File: config.mk
export PLATFORM = sky130hd
export DESIGN_NAME = ota_alert_top
export DESIGN_NICKNAME = d
export VERILOG_FILES = /design/src/verilog/ota_pkg.sv /design/src/verilog/ota_fault_queue.sv /design/src/verilog/ota_read_seq.sv /design/src/verilog/ota_alert_top.sv
export VERILOG_INCLUDE_DIRS = /design/src /design/src/verilog
export SDC_FILE = /design/constraint.sdc
export NUM_CORES = 1
export LEC_CHECK = 0
export ABC_AREA = 1
export BUFFER_PORTS_ARGS = -buffer_cell sky130_fd_sc_hd__buf_2
export CELL_PAD_IN_SITES_DETAIL_PLACEMENT = 0
export CELL_PAD_IN_SITES_GLOBAL_PLACEMENT = 1
export CORE_MARGIN = 2
export CORE_UTILIZATION = 35
export DETAILED_ROUTE_END_ITERATION = 8
export PLACE_DENSITY = 0.76
export SYNTH_ARGS = -nofsm -noshare
export SYNTH_HDL_FRONTEND = slang
export SYNTH_SLANG_ARGS = --single-unit
File: constraint.sdc
create_clock -name aclk -period 2.6 [get_ports aclk]
set_input_delay 0 -clock aclk [delete_from_list [all_inputs] [get_ports aclk]]
set_output_delay 0 -clock aclk [all_outputs]
set_load 0.005 [all_outputs]
File: src/verilog/ota_consts.svh
// Offsets, fields, reset values and codes of the over-temperature alert block.
`ifndef OTA_CONSTS_SVH
`define OTA_CONSTS_SVH
`define OTA_OFF_CONFIG 8'h00
`define OTA_OFF_LIMIT 8'h04
`define OTA_OFF_HYST 8'h08
`define OTA_OFF_TEMP 8'h0C
`define OTA_OFF_STATUS 8'h10
`define OTA_OFF_IRQ_STAT 8'h14
`define OTA_OFF_IRQ_MASK 8'h18
`define OTA_PTR_TEMP 2'h0
`define OTA_PTR_CONFIG 2'h1
`define OTA_PTR_HYST 2'h2
`define OTA_PTR_LIMIT 2'h3
`define OTA_CFG_SHDN 0
`define OTA_CFG_MODE 1
`define OTA_CFG_POL 2
`define OTA_CFG_FQ_LO 3
`define OTA_CFG_FQ_HI 4
`define OTA_CFG_FUNC 5
`define OTA_CFG_RESET 6'h00
`define OTA_LIMIT_RESET 16'h5000
`define OTA_HYST_RESET 16'h4B00
`define OTA_TEMP_RESET 16'h0000
`define OTA_FQ_CODE0 3'h1
`define OTA_FQ_CODE1 3'h2
`define OTA_FQ_CODE2 3'h4
`define OTA_FQ_CODE3 3'h6
`define OTA_IRQ_RISE 0
`define OTA_IRQ_FALL 1
`define OTA_IRQ_CONV 2
`define OTA_RESP_OKAY 2'h0
`define OTA_RESP_SLVERR 2'h2
`endif

File: src/verilog/ota_pkg.sv
// Types shared by the over-temperature alert block.
package ota_pkg;
	typedef logic [1:0] ota_ptr_t;
	typedef enum logic [1:0] {RD_IDLE, RD_HIGH, RD_LOW} ota_rd_st_t;
	typedef enum logic {AL_IDLE, AL_ACTIVE} ota_al_st_t;
endpackage

File: src/verilog/ota_fault_queue.sv
// Signed limit comparison and consecutive fault counter.
`timescale 1ns/100ps
`include "ota_consts.svh"
module ota_fault_queue #(
	parameter int TW = 12
) (
	input  wire logic          aclk,
	input  wire logic          aresetn,
	input  wire logic          conv_ok,
	input  wire logic [TW-1:0] temp,
	input  wire logic [TW-1:0] limit,
	input  wire logic [TW-1:0] hyst,
	input  wire logic [1:0]    queue_code,
	output logic               fault_hit,
	output logic               hyst_release,
	output logic [2:0]         fault_cnt,
	output logic [2:0]         fault_thr
);
	wire       over_limit = $signed(temp) >= $signed(limit);
	wire       below_hyst = $signed(temp) < $signed(hyst);
	wire [2:0] next_cnt   = !over_limit ? 3'h0 :
	                        (fault_cnt == `OTA_FQ_CODE3) ? fault_cnt : fault_cnt + 3'h1;
	assign fault_thr    = (queue_code == 2'h0) ? `OTA_FQ_CODE0 :
	                      (queue_code == 2'h1) ? `OTA_FQ_CODE1 :
	                      (queue_code == 2'h2) ? `OTA_FQ_CODE2 : `OTA_FQ_CODE3;
	assign fault_hit    = conv_ok && over_limit && (next_cnt >= fault_thr);
	assign hyst_release = conv_ok && below_hyst;

	always_ff @(posedge aclk) begin
		if (!aresetn)
			fault_cnt <= 3'h0;
		else if (conv_ok)
			fault_cnt <= next_cnt;
	end
endmodule

File: src/verilog/ota_read_seq.sv
// Byte sequencer for serial register read transfers.
`timescale 1ns/100ps
`include "ota_consts.svh"
module ota_read_seq
	import ota_pkg::*;
(
	input  wire logic        aclk,
	input  wire logic        aresetn,
	input  wire logic        xfer_start,
	input  wire logic        byte_req,
	input  wire logic        xfer_done,
	input  wire logic        single_byte,
	input  wire logic [15:0] sel_word,
	output logic      [7:0]  byte_data,
	output logic             byte_valid,
	output logic             rd_busy,
	output logic             rd_high,
	output logic             read_done
);
	ota_rd_st_t st;
	ota_rd_st_t next_st;

	assign rd_busy   = (st != RD_IDLE);
	assign rd_high   = (st == RD_HIGH);
	assign read_done = xfer_done && rd_busy;

	always_comb begin
		next_st = st;
		case (st)
			RD_IDLE: if (xfer_start) next_st = RD_HIGH;
			RD_HIGH: if (byte_req && !single_byte) next_st = RD_LOW;
			RD_LOW:  if (byte_req) next_st = RD_HIGH;
			default: next_st = RD_IDLE;
		endcase
		if (xfer_done)
			next_st = RD_IDLE;
	end

	always_ff @(posedge aclk) begin
		if (!aresetn) begin
			st         <= RD_IDLE;
			byte_data  <= 8'h00;
			byte_valid <= 1'b0;
		end else begin
			st         <= next_st;
			byte_valid <= byte_req && rd_busy;
			if (byte_req && rd_busy)
				byte_data <= rd_high ? sel_word[15:8] : sel_word[7:0];
		end
	end
endmodule

File: src/verilog/ota_alert_top.sv
// Over-temperature alert and register read logic with an AXI4-Lite register slave.
//
// The AXI4-Lite slave port and the placing of the registers are this design's own decisions.
`timescale 1ns/100ps
`include "ota_consts.svh"
module ota_alert_top
	import ota_pkg::*;
#(
	parameter int AW = 8
) (
	input  wire logic          aclk,
	input  wire logic          aresetn,

	input  wire logic [AW-1:0] awaddr,
	input  wire logic          awvalid,
	output logic               awready,
	input  wire logic [31:0]   wdata,
	input  wire logic [3:0]    wstrb,
	input  wire logic          wvalid,
	output logic               wready,
	output logic [1:0]         bresp,
	output logic               bvalid,
	input  wire logic          bready,
	input  wire logic [AW-1:0] araddr,
	input  wire logic          arvalid,
	output logic               arready,
	output logic [31:0]        rdata,
	output logic [1:0]         rresp,
	output logic               rvalid,
	input  wire logic          rready,

	input  wire logic          conv_done,
	input  wire logic [15:0]   conv_temp,
	output logic               shutdown,

	input  wire logic          ptr_load,
	input  wire ota_pkg::ota_ptr_t ptr_index,
	input  wire logic          xfer_start,
	input  wire logic          byte_req,
	input  wire logic          xfer_done,
	output logic [7:0]         byte_data,
	output logic               byte_valid,

	output logic               overtemp_alert_output_o,
	output logic               overtemp_alert_output_oe,
	output logic               irq
);
	import ota_pkg::*;

	logic [5:0]  cfg;
	logic [15:0] limit;
	logic [15:0] hyst;
	logic [15:0] temp_q;
	ota_ptr_t    ptr_q;
	logic [2:0]  irq_stat;
	logic [2:0]  irq_mask;
	ota_al_st_t  al_st;
	logic        armed;

	logic          aw_hold;
	logic          w_hold;
	logic [AW-1:0] aw_addr_q;
	logic [31:0]   w_data_q;
	logic [3:0]    w_strb_q;

	logic [2:0]  fault_cnt;
	logic [2:0]  fault_thr;
	logic        fault_hit;
	logic        hyst_release;
	logic        rd_busy;
	logic        rd_high;
	logic        read_done;

	function automatic logic [15:0] merge16(input logic [15:0] old,
	                                        input logic [31:0] d,
	                                        input logic [3:0]  s);
		merge16 = {s[1] ? d[15:8] : old[15:8], s[0] ? d[7:0] : old[7:0]};
	endfunction

	// Configuration fields.
	wire       cfg_shdn = cfg[`OTA_CFG_SHDN];
	wire       cfg_mode = cfg[`OTA_CFG_MODE];
	wire       cfg_pol  = cfg[`OTA_CFG_POL];
	wire       cfg_func = cfg[`OTA_CFG_FUNC];
	wire [1:0] cfg_fq   = cfg[`OTA_CFG_FQ_HI:`OTA_CFG_FQ_LO];

	// mode and function
	// The bus alert function shares the latched, read-cleared behaviour.
	wire int_mode     = cfg_mode || cfg_func;
	wire alert_active = (al_st == AL_ACTIVE);

	wire conv_ok = conv_done && !cfg_shdn;

	assign shutdown = cfg_shdn;

	// AXI4-Lite write channel: address and data may arrive in either order.
	assign awready = !aw_hold && !bvalid;
	assign wready  = !w_hold && !bvalid;

	wire          aw_take = awvalid && awready;
	wire          w_take  = wvalid && wready;
	wire          wr_fire = (aw_hold || aw_take) && (w_hold || w_take) && !bvalid;
	wire [AW-1:0] wr_addr = aw_hold ? aw_addr_q : awaddr;
	wire [31:0]   wr_data = w_hold ? w_data_q : wdata;
	wire [3:0]    wr_strb = w_hold ? w_strb_q : wstrb;

	wire wr_cfg   = wr_fire && (wr_addr == AW'(`OTA_OFF_CONFIG));
	wire wr_limit = wr_fire && (wr_addr == AW'(`OTA_OFF_LIMIT));
	wire wr_hyst  = wr_fire && (wr_addr == AW'(`OTA_OFF_HYST));
	wire wr_istat = wr_fire && (wr_addr == AW'(`OTA_OFF_IRQ_STAT));
	wire wr_imask = wr_fire && (wr_addr == AW'(`OTA_OFF_IRQ_MASK));
	wire wr_ro    = wr_fire && ((wr_addr == AW'(`OTA_OFF_TEMP)) ||
	                            (wr_addr == AW'(`OTA_OFF_STATUS)));
	wire wr_hit   = wr_cfg || wr_limit || wr_hyst || wr_istat || wr_imask || wr_ro;

	wire [15:0] next_limit = merge16(limit, wr_data, wr_strb);
	wire [15:0] next_hyst  = merge16(hyst, wr_data, wr_strb);
	wire [2:0]  istat_clr  = (wr_istat && wr_strb[0]) ? wr_data[2:0] : 3'h0;

	always_ff @(posedge aclk) begin
		if (!aresetn) begin
			aw_hold   <= 1'b0;
			w_hold    <= 1'b0;
			aw_addr_q <= '0;
			w_data_q  <= 32'h0000_0000;
			w_strb_q  <= 4'h0;
			bvalid    <= 1'b0;
			bresp     <= `OTA_RESP_OKAY;
		end else begin
			if (aw_take)
				aw_addr_q <= awaddr;
			if (w_take) begin
				w_data_q <= wdata;
				w_strb_q <= wstrb;
			end
			aw_hold <= !wr_fire && (aw_hold || aw_take);
			w_hold  <= !wr_fire && (w_hold || w_take);
			if (wr_fire) begin
				bvalid <= 1'b1;
				bresp  <= wr_hit ? `OTA_RESP_OKAY : `OTA_RESP_SLVERR;
			end else if (bready) begin
				bvalid <= 1'b0;
			end
		end
	end

	// Software register file.
	always_ff @(posedge aclk) begin
		if (!aresetn) begin
			cfg      <= `OTA_CFG_RESET;
			limit    <= `OTA_LIMIT_RESET;
			hyst     <= `OTA_HYST_RESET;
			irq_mask <= 3'h0;
		end else begin
			if (wr_cfg && wr_strb[0])
				cfg <= wr_data[5:0];
			if (wr_limit)
				limit <= next_limit;
			if (wr_hyst)
				hyst <= next_hyst;
			if (wr_imask && wr_strb[0])
				irq_mask <= wr_data[2:0];
		end
	end

	// AXI4-Lite read channel.
	assign arready = !rvalid;

	wire ar_take = arvalid && arready;

	wire [31:0] status_word = {25'h0, fault_cnt, ptr_q, armed, alert_active};

	wire rd_cfg   = (araddr == AW'(`OTA_OFF_CONFIG));
	wire rd_limit = (araddr == AW'(`OTA_OFF_LIMIT));
	wire rd_hyst  = (araddr == AW'(`OTA_OFF_HYST));
	wire rd_temp  = (araddr == AW'(`OTA_OFF_TEMP));
	wire rd_stat  = (araddr == AW'(`OTA_OFF_STATUS));
	wire rd_istat = (araddr == AW'(`OTA_OFF_IRQ_STAT));
	wire rd_imask = (araddr == AW'(`OTA_OFF_IRQ_MASK));
	wire rd_hit   = rd_cfg || rd_limit || rd_hyst || rd_temp || rd_stat || rd_istat || rd_imask;

	wire [31:0] rd_word;
	assign rd_word = rd_cfg   ? {26'h0, cfg}      :
	                 rd_limit ? {16'h0, limit}    :
	                 rd_hyst  ? {16'h0, hyst}     :
	                 rd_temp  ? {16'h0, temp_q}   :
	                 rd_stat  ? status_word       :
	                 rd_istat ? {29'h0, irq_stat} :
	                 rd_imask ? {29'h0, irq_mask} : 32'h0000_0000;

	always_ff @(posedge aclk) begin
		if (!aresetn) begin
			rvalid <= 1'b0;
			rdata  <= 32'h0000_0000;
			rresp  <= `OTA_RESP_OKAY;
		end else if (ar_take) begin
			rvalid <= 1'b1;
			rdata  <= rd_word;
			rresp  <= rd_hit ? `OTA_RESP_OKAY : `OTA_RESP_SLVERR;
		end else if (rready) begin
			rvalid <= 1'b0;
		end
	end

	// Measurement and pointer capture.
	always_ff @(posedge aclk) begin
		if (!aresetn) begin
			temp_q <= `OTA_TEMP_RESET;
			ptr_q  <= `OTA_PTR_TEMP;
		end else begin
			if (conv_ok)
				temp_q <= conv_temp;
			if (ptr_load)
				ptr_q <= ptr_index;
		end
	end

	// Serial read path.
	wire ptr_is_cfg = (ptr_q == `OTA_PTR_CONFIG);

	// sixteen-bit words read as two bytes, the configuration as one
	wire [15:0] sel_word = ptr_is_cfg                   ? {2'h0, cfg, 8'h00} :
	                       (ptr_q == `OTA_PTR_HYST)     ? hyst  :
	                       (ptr_q == `OTA_PTR_LIMIT)    ? limit : temp_q;

	ota_read_seq u_read_seq (
		.aclk        (aclk),
		.aresetn     (aresetn),
		.xfer_start  (xfer_start),
		.byte_req    (byte_req),
		.xfer_done   (xfer_done),
		.single_byte (ptr_is_cfg),
		.sel_word    (sel_word),
		.byte_data   (byte_data),
		.byte_valid  (byte_valid),
		.rd_busy     (rd_busy),
		.rd_high     (rd_high),
		.read_done   (read_done)
	);

	// The sensor delivers a 12-bit result; the low nibble never takes part in the compare.
	ota_fault_queue #(
		.TW (12)
	) u_fault_queue (
		.aclk         (aclk),
		.aresetn      (aresetn),
		.conv_ok      (conv_ok),
		.temp         (conv_temp[15:4]),
		.limit        (limit[15:4]),
		.hyst         (hyst[15:4]),
		.queue_code   (cfg_fq),
		.fault_hit    (fault_hit),
		.hyst_release (hyst_release),
		.fault_cnt    (fault_cnt),
		.fault_thr    (fault_thr)
	);

	// Alert state machine.
	ota_al_st_t next_al_st;

	always_comb begin
		next_al_st = al_st;
		case (al_st)
			AL_IDLE: begin
				if (fault_hit && (!int_mode || armed))
					next_al_st = AL_ACTIVE;
			end
			AL_ACTIVE: begin
				if (!int_mode && hyst_release && !fault_hit)
					next_al_st = AL_IDLE;
				else if (int_mode && read_done && !(fault_hit && armed))
					next_al_st = AL_IDLE;
			end
			default: next_al_st = AL_IDLE;
		endcase
	end

	// re-arm only on a fresh conversion
	// A conversion that lands with the clearing read wins, so no result is lost.
	wire next_armed = conv_ok ? 1'b1 : (int_mode && read_done) ? 1'b0 : armed;

	always_ff @(posedge aclk) begin
		if (!aresetn) begin
			al_st <= AL_IDLE;
			armed <= 1'b1;
		end else begin
			al_st <= next_al_st;
			armed <= next_armed;
		end
	end

	// open-drain pin polarity
	// Active high can only be shown by releasing the pin to its pull-up.
	assign overtemp_alert_output_o  = 1'b0;
	assign overtemp_alert_output_oe = cfg_pol ? !alert_active : alert_active;

	// Interrupt status: events set, a written one clears, a new event wins.
	wire       al_rise   = (next_al_st == AL_ACTIVE) && !alert_active;
	wire       al_fall   = (next_al_st == AL_IDLE) && alert_active;
	wire [2:0] irq_event = {conv_ok, al_fall, al_rise};

	always_ff @(posedge aclk) begin
		if (!aresetn)
			irq_stat <= 3'h0;
		else
			irq_stat <= (irq_stat & ~istat_clr) | irq_event;
	end

	assign irq = |(irq_stat & irq_mask);
endmodule

==> Word-level counts from Yosys, hierarchy flattened <==
Cells that the tools add are included.
{ "classes": {"n_eq_ne": 23, "order_cmp": 3, "addsub": 1, "n_reduce_logical": 75, "bitwise_logic": 7, "muxes": 35} }
{ "ops": {"columns": ["operator", "count"], "rows": [
  ["16-bit 2-to-1 mux", 8],
  ["8-bit by 5-bit == test with 1-bit output, second input constant", 6],
  ["1-bit logical AND", 33],
  ["8-bit by 4-bit == test with 1-bit output, second input constant", 4],
  ["3-bit 2-to-1 mux", 7],
  ["8-bit by 3-bit == test with 1-bit output, second input constant", 2],
  ["8-bit zero test", 2],
  ["1-bit logical OR", 16],
  ["8-bit 2-to-1 mux", 2],
  ["2-bit 2-to-1 mux", 7],
  ["12-bit >= comparator", 1],
  ["12-bit < comparator", 1],
  ["1-bit zero test", 11],
  ["2-bit == test, second input constant", 4],
  ["1-bit 2-to-1 mux", 8],
  ["2-bit AND reduction", 4],
  ["7-bit 2-to-1 mux", 1],
  ["3-bit bitwise AND", 2],
  ["2-bit by 1-bit == test with 1-bit output, second input constant", 3],
  ["2-bit inequality test, second input constant", 3],
  ["2-bit case mux with 3 select lines", 1],
  ["2-bit nonzero test", 3],
  ["2-bit zero test", 2],
  ["2-bit OR reduction", 2],
  ["other kinds (9)", 11]
]} }
{ "totals": {"output_inout_bits": 54, "register_bits": 144, "word_cells": 169} }

==> Depth between registers and ports, before layout <==
{ "depth": {"ltp_word": 15, "depth_mapped": 24, "mapped_depth_nobuf": 24} }

==> Modules after synthesis <==
Synthesis repeated with hierarchy kept, for this count alone.
{ "unflattened": {"hier_cells": 1148, "hier_area_um2": 7458.4} }
{ "modules_own_cells": {"columns": ["module", "cells_each", "seq_area_each_um2", "n_inst", "area_each_um2"], "rows": [
  ["ota_alert_top", 896, 2242.2, 1, 5908.2],
  ["ota_fault_queue", 143, 60.1, 1, 927.1],
  ["ota_read_seq", 109, 220.2, 1, 623.1]
]} }

==> Worst setup path before layout <==
OpenSTA, ideal clock, no wires.
{ "synth_path": {"path_kind": "register -> register", "startpoint": "register limit[15]", "endpoint": "register irq_stat[1]", "synth_period_minus_slack_ps": 2498, "stages_incl_launch_ff": 24, "setup_slack_ps": 102, "t_arrival_ps": 2428, "setup_ps": 70, "cell_sequence": "dfxtp_1 > inv_1 > ha_1 > nand2_1 > inv_1 > nand2_1 > nor2_1 > nand2_1 > nand3_1 > nand2_1 > nand3_1 > o21ai_0 > ha_1 > inv_1 > nand2_1 > a21oi_1 > nor2_1 > o21ai_0 > inv_1 > nand2_1 > nand3_1 > nand2_1 > nand2_1 > a21oi_1"} }
{ "synth_via": {"elab_chain_cells": 13} }
{ "synth_rtl": {"columns": ["item", "line_no", "rtl"], "rows": [
  ["start: declaration", "ota_alert_top.sv:51", "logic [15:0] limit;"],
  ["start signal: assignment", "ota_alert_top.sv:151", "limit <= `OTA_LIMIT_RESET;"],
  ["start signal: assignment", "ota_alert_top.sv:158", "limit <= next_limit;"],
  ["12-bit >= comparator *", "ota_fault_queue.sv:19", "wire over_limit = $signed(temp) >= $signed(limit);"],
  ["3-bit 2-to-1 mux", "ota_fault_queue.sv:21", "wire [2:0] next_cnt = !over_limit ? 3'h0 :"],
  ["3-bit >= comparator", "ota_fault_queue.sv:26", "assign fault_hit = conv_ok && over_limit && (next_cnt >= fault_thr);"],
  ["1-bit logical AND *", "ota_fault_queue.sv:26", null],
  ["1-bit logical AND", "ota_alert_top.sv:271", "else if (int_mode && read_done && !(fault_hit && armed))"],
  ["1-bit zero test", "ota_alert_top.sv:271", null],
  ["1-bit logical AND", "ota_alert_top.sv:271", null],
  ["1-bit 2-to-1 mux", "ota_alert_top.sv:271", null],
  ["1-bit 2-to-1 mux", "ota_alert_top.sv:269", "if (!int_mode && hyst_release && !fault_hit)"],
  ["1-bit case mux with 2 select lines *", "ota_alert_top.sv:263", "case (al_st)"],
  ["1-bit inverter *", "ota_alert_top.sv:299", "wire al_fall = (next_al_st == AL_IDLE) && alert_active;"],
  ["1-bit logical AND *", "ota_alert_top.sv:299", null],
  ["3-bit OR *", "ota_alert_top.sv:306", "irq_stat <= (irq_stat & ~istat_clr) | irq_event;"],
  ["end signal: assignment", "ota_alert_top.sv:306", null],
  ["end: declaration", "ota_alert_top.sv:55", "logic [2:0] irq_stat;"]
]} }
Mark *: on every way between the ends. The rest lies on a longest branch, timed or not.
A chain may end at the register's enable or synchronous reset.

==> Worst setup path after layout <==
Same ends and word-level chain as after synthesis.

==> run_results.csv <==
group,metric,value,unit
sta,fmax,387.2,MHz
sta,tns,0,ns
yosys,synth-main-ff-cell,"dfxtp_1",
worst_setup_path,rr_endpoint,"irq_stat[1]$_SDFF_PN0_",
pwr,ir_drop,429.1,uV
finish,drive_above_1_share,18.19,%
placement,portBuffers,98,
worst_setup_path,cp-start-kind,"register",
yosys,avgSynthCellArea,7.064,um2
sta,rsz0062_at_grt,"true",
yosys,ys_types,42,
yosys,yosysMostFrequentCell,"inv_1",
routing,num_vias,6668,
pwr,power,5.272,mW
worst_setup_path,critical_path_depth,22,
sta,period_share,99.33,%
yosys,synth-edff-count,0,
routing,drt_pass1_iterations,6,
worst_setup_path,r2r_cells,22,
grt,antenna_found_initial,0,
placement,place.gp.congestion,0.9386,
yosys,synth_common_cells,"inv_1 (140), nand2_1 (131), o21ai_0 (127), dfxtp_1 (126), a21oi_1 (125)",
grt,grt_max_degree,97,
cts,numCtsBuffers,17,
yosys,syn_area,0.006584,mm2
routing,routedWlPerCell,15.18,um
worst_setup_path,cp_cell_sequence,"inv_2, ha_4, nand2_2, inv_2, nand2_2, nor2_2, buf_4, nand4_1, nand3_2, o21ai_2, ha_1, inv_1, nand2_1, a21oi_2, nor2_1, o21ai_1, inv_1, nand2_1, nand3_2, nand2_1, nand2_1, a21oi_1",
worst_setup_path,cp_num_buf_inv,5,
yosys,async_flop_share,0,%
routing,first_iter_violations,458,
job,drv_cap,0,
routing,drc_errors,0,
routing,antenna_left,0,
die,io_pins,136,
die,die_w,141.2,um
sta,finalSetupViolCount,0,
worst_setup_path,cp-endpoint,"irq_stat[1]$_SDFF_PN0_",
grt,grt_pass1_vias,6089,
pwr,p_leak,3.797,nW
yosys,ys_seq_area_share,38.31,%
worst_setup_path,critPathMaxFanout,3,
cts,cts-root-buf,"clkbuf_16",
die,die-height,141.2,um
yosys,yosysTopAreaCellShare,38.31,%
die,dieArea,0.01992,mm2
worst_setup_path,cpMostUsedCell,"nand2_1",
sta,finalMaxSlewViolations,0,
worst_setup_path,regToRegSetupSlack,0.02,ns
worst_setup_path,slowest_stage,"dfxtp_2",
cts,clock_latency,0.42,ns
finish,antenna_cells,0,
yosys,postSynthCellCount,932,
pwr,powerDensity,614.2,mW/mm2
yosys,yosysTopAreaCell,"dfxtp_1",
finish,num-nets-final,1203,
worst_setup_path,critPathLaunch,"limit[15]$_SDFFE_PN0P_",
worst_setup_path,cpLargestDelayFamily,"simple AND/OR/NAND/NOR gates",
cts,clockBufferDepth,2,
cts,h-tree-depth,4,
sta,finalClockSkew,0.006296,ns
placement,post-place-ws,-0.1579,ns
routing,finalWirelength,20330,um
worst_setup_path,worstPathArrival,2.93,ns
cts,cts_tree,"built",
sta,setup_ws,0.01739,ns
yosys,synth_seq_cells,126,
worst_setup_path,critPathMaxStageDelay,0.32,ns
die,initial_core_util,35.43,%
sta,timing.final.hold_violations,0,
worst_setup_path,worst_setup_path_end_kind,"register",
grt,grt-ovfl-total,0,
sta,tightest_slew,0.8584,ns
yosys,ys_warn_count,0,
sta,maxSlewHeadroom,42.77,%
sta,holdWs,0.05744,ns
yosys,synth.area.top_cells,"dfxtp_1 (38%), o21ai_0 (9.7%), a21oi_1 (9.5%)",
sta,min_period,2.583,ns
worst_setup_path,crit_required,2.95,ns
finish,utilization,46.20,%
cts,cts_sinks,126,
routing,viasPerCell,4.980,
worst_hold_path,hold_class,"in -> reg",
die,fp-row-count,50,
grt,grt_usage,20.50,%
grt,grt_pass1_wl,32120,um
cts,clk_pin_slew,0.06,ns
finish,area_growth,30.37,%
worst_setup_path,regToRegStartpoint,"limit[15]$_SDFFE_PN0P_",
worst_setup_path,criticalPathCategory,"reg -> reg",
placement,post-dp-hpwl,14810,um
run_status,status,"finished clean",
die,core_area,0.01858,mm2
-- per-stage QoR --
step / std cells / instance area (um2)
global placement: 1248 / 7297
finish: 1339 / 8583
floorplan: 950 / 6651
CTS: 1337 / 8462
global route: 1339 / 8583
detailed placement: 1248 / 7297
-- cell usage in the layout (no fill, tap or decap), types with 22 or more instances in the layout --
cell,instances
dfxtp_1,121
dlygate4sd3_1,58
buf_2,98
buf_4,24
a21oi_1,124
inv_1,134
o21ai_0,124
ha_1,22
nor2_1,71
nand2_1,126
-- worst register-to-register path, stage by stage (launching register included) --
cell and delay (ns):
dfxtp_2 0.32, inv_2 0.04, ha_4 0.27, nand2_2 0.06
inv_2 0.05, nand2_2 0.05, nor2_2 0.12, buf_4 0.11
nand4_1 0.10, nand3_2 0.16, o21ai_2 0.08, ha_1 0.29
inv_1 0.05, nand2_1 0.05, a21oi_2 0.12, nor2_1 0.04
o21ai_1 0.13, inv_1 0.09, nand2_1 0.08, nand3_2 0.07
nand2_1 0.07, nand2_1 0.05, a21oi_1 0.13
-- kinds of logic after synthesis --
logic type                 Yosys count  share of synthesized area (%)
other                                1                        0.05696
xor gates and xnor gates             2                         0.2661
muxes                                1                         0.1520
AOI/OAI and AO/OA                  321                          26.80
DFF                                126                          38.31
and+or+nand+nor                    249                          16.00
adders and majority gates           28                          5.321
buffers and inverters              204                          13.09
-- power by group --
part	total, mW	internal, mW	switching (mW)
clock	2.29	1.43	0.856
combinational	0.865	0.331	0.534
sequential	2.12	2.05	0.0691
total	5.27	3.81	1.46
-- how the worst min path moves through the flow --
| stage | from | endpoint | slack [ns] | depth (start not counted) |
|---|---|---|---|---|
| final | aresetn | u_read_seq.byte_valid$_SDFF_PN0_ | 0.06 | 3 |
| after global routing | byte_req | u_read_seq.byte_data[5]$_SDFFE_PN0P_ | 0.1 | 4 |
| after CTS | byte_req | u_read_seq.byte_data[7]$_SDFFE_PN0P_ | 0.05 | 5 |
| after detailed placement | wdata[6] | w_data_q[6]$_SDFFE_PN0P_ | 0.26 | 3 |
| after global placement | wdata[6] | w_data_q[6]$_SDFFE_PN0P_ | 0.25 | 3 |
| after floorplan | wdata[3] | w_data_q[3]$_SDFFE_PN0P_ | 0.14 | 2 |
-- final cells by class --
type	count	area, um2
Fill cell	1901	9997
Multi-Input combinational cell	620	3383
Sequential cell	126	2529
Timing Repair Buffer	181	1262
Inverter	147	551.8
Clock buffer	26	509.2
Tap cell	234	292.8
Clock inverter	5	55.05
-- registers in the layout, indices dropped and copies added (netlist names), 3 cells and up --
signal and flops:
rdata 16, u_read_seq.byte_data 8, irq_mask 3, limit 16
aw_addr_q 8, hyst 16, u_fault_queue.fault_cnt 3, w_data_q 16
temp_q 16, cfg 6, irq_stat 3
-- timing repair --
action                                  CTS  global route
hold endpoints to repair                 50             0
pin swaps                                 2            12
hold buffers                             58             0
buffers inserted                          0             2
endpoints found under the setup margin    3             3
gates resized for setup                   5            28
-- metal layers --
layer	wire [um]	GRT usage, %	up-vias
li1	-	-	3397
met1	9854	29.48	2993
met2	8715	30.99	242
met3	1296	3.227	36
met4	459	7.474	0
met5	0	0	-
Power figures use the tool's default switching activity.
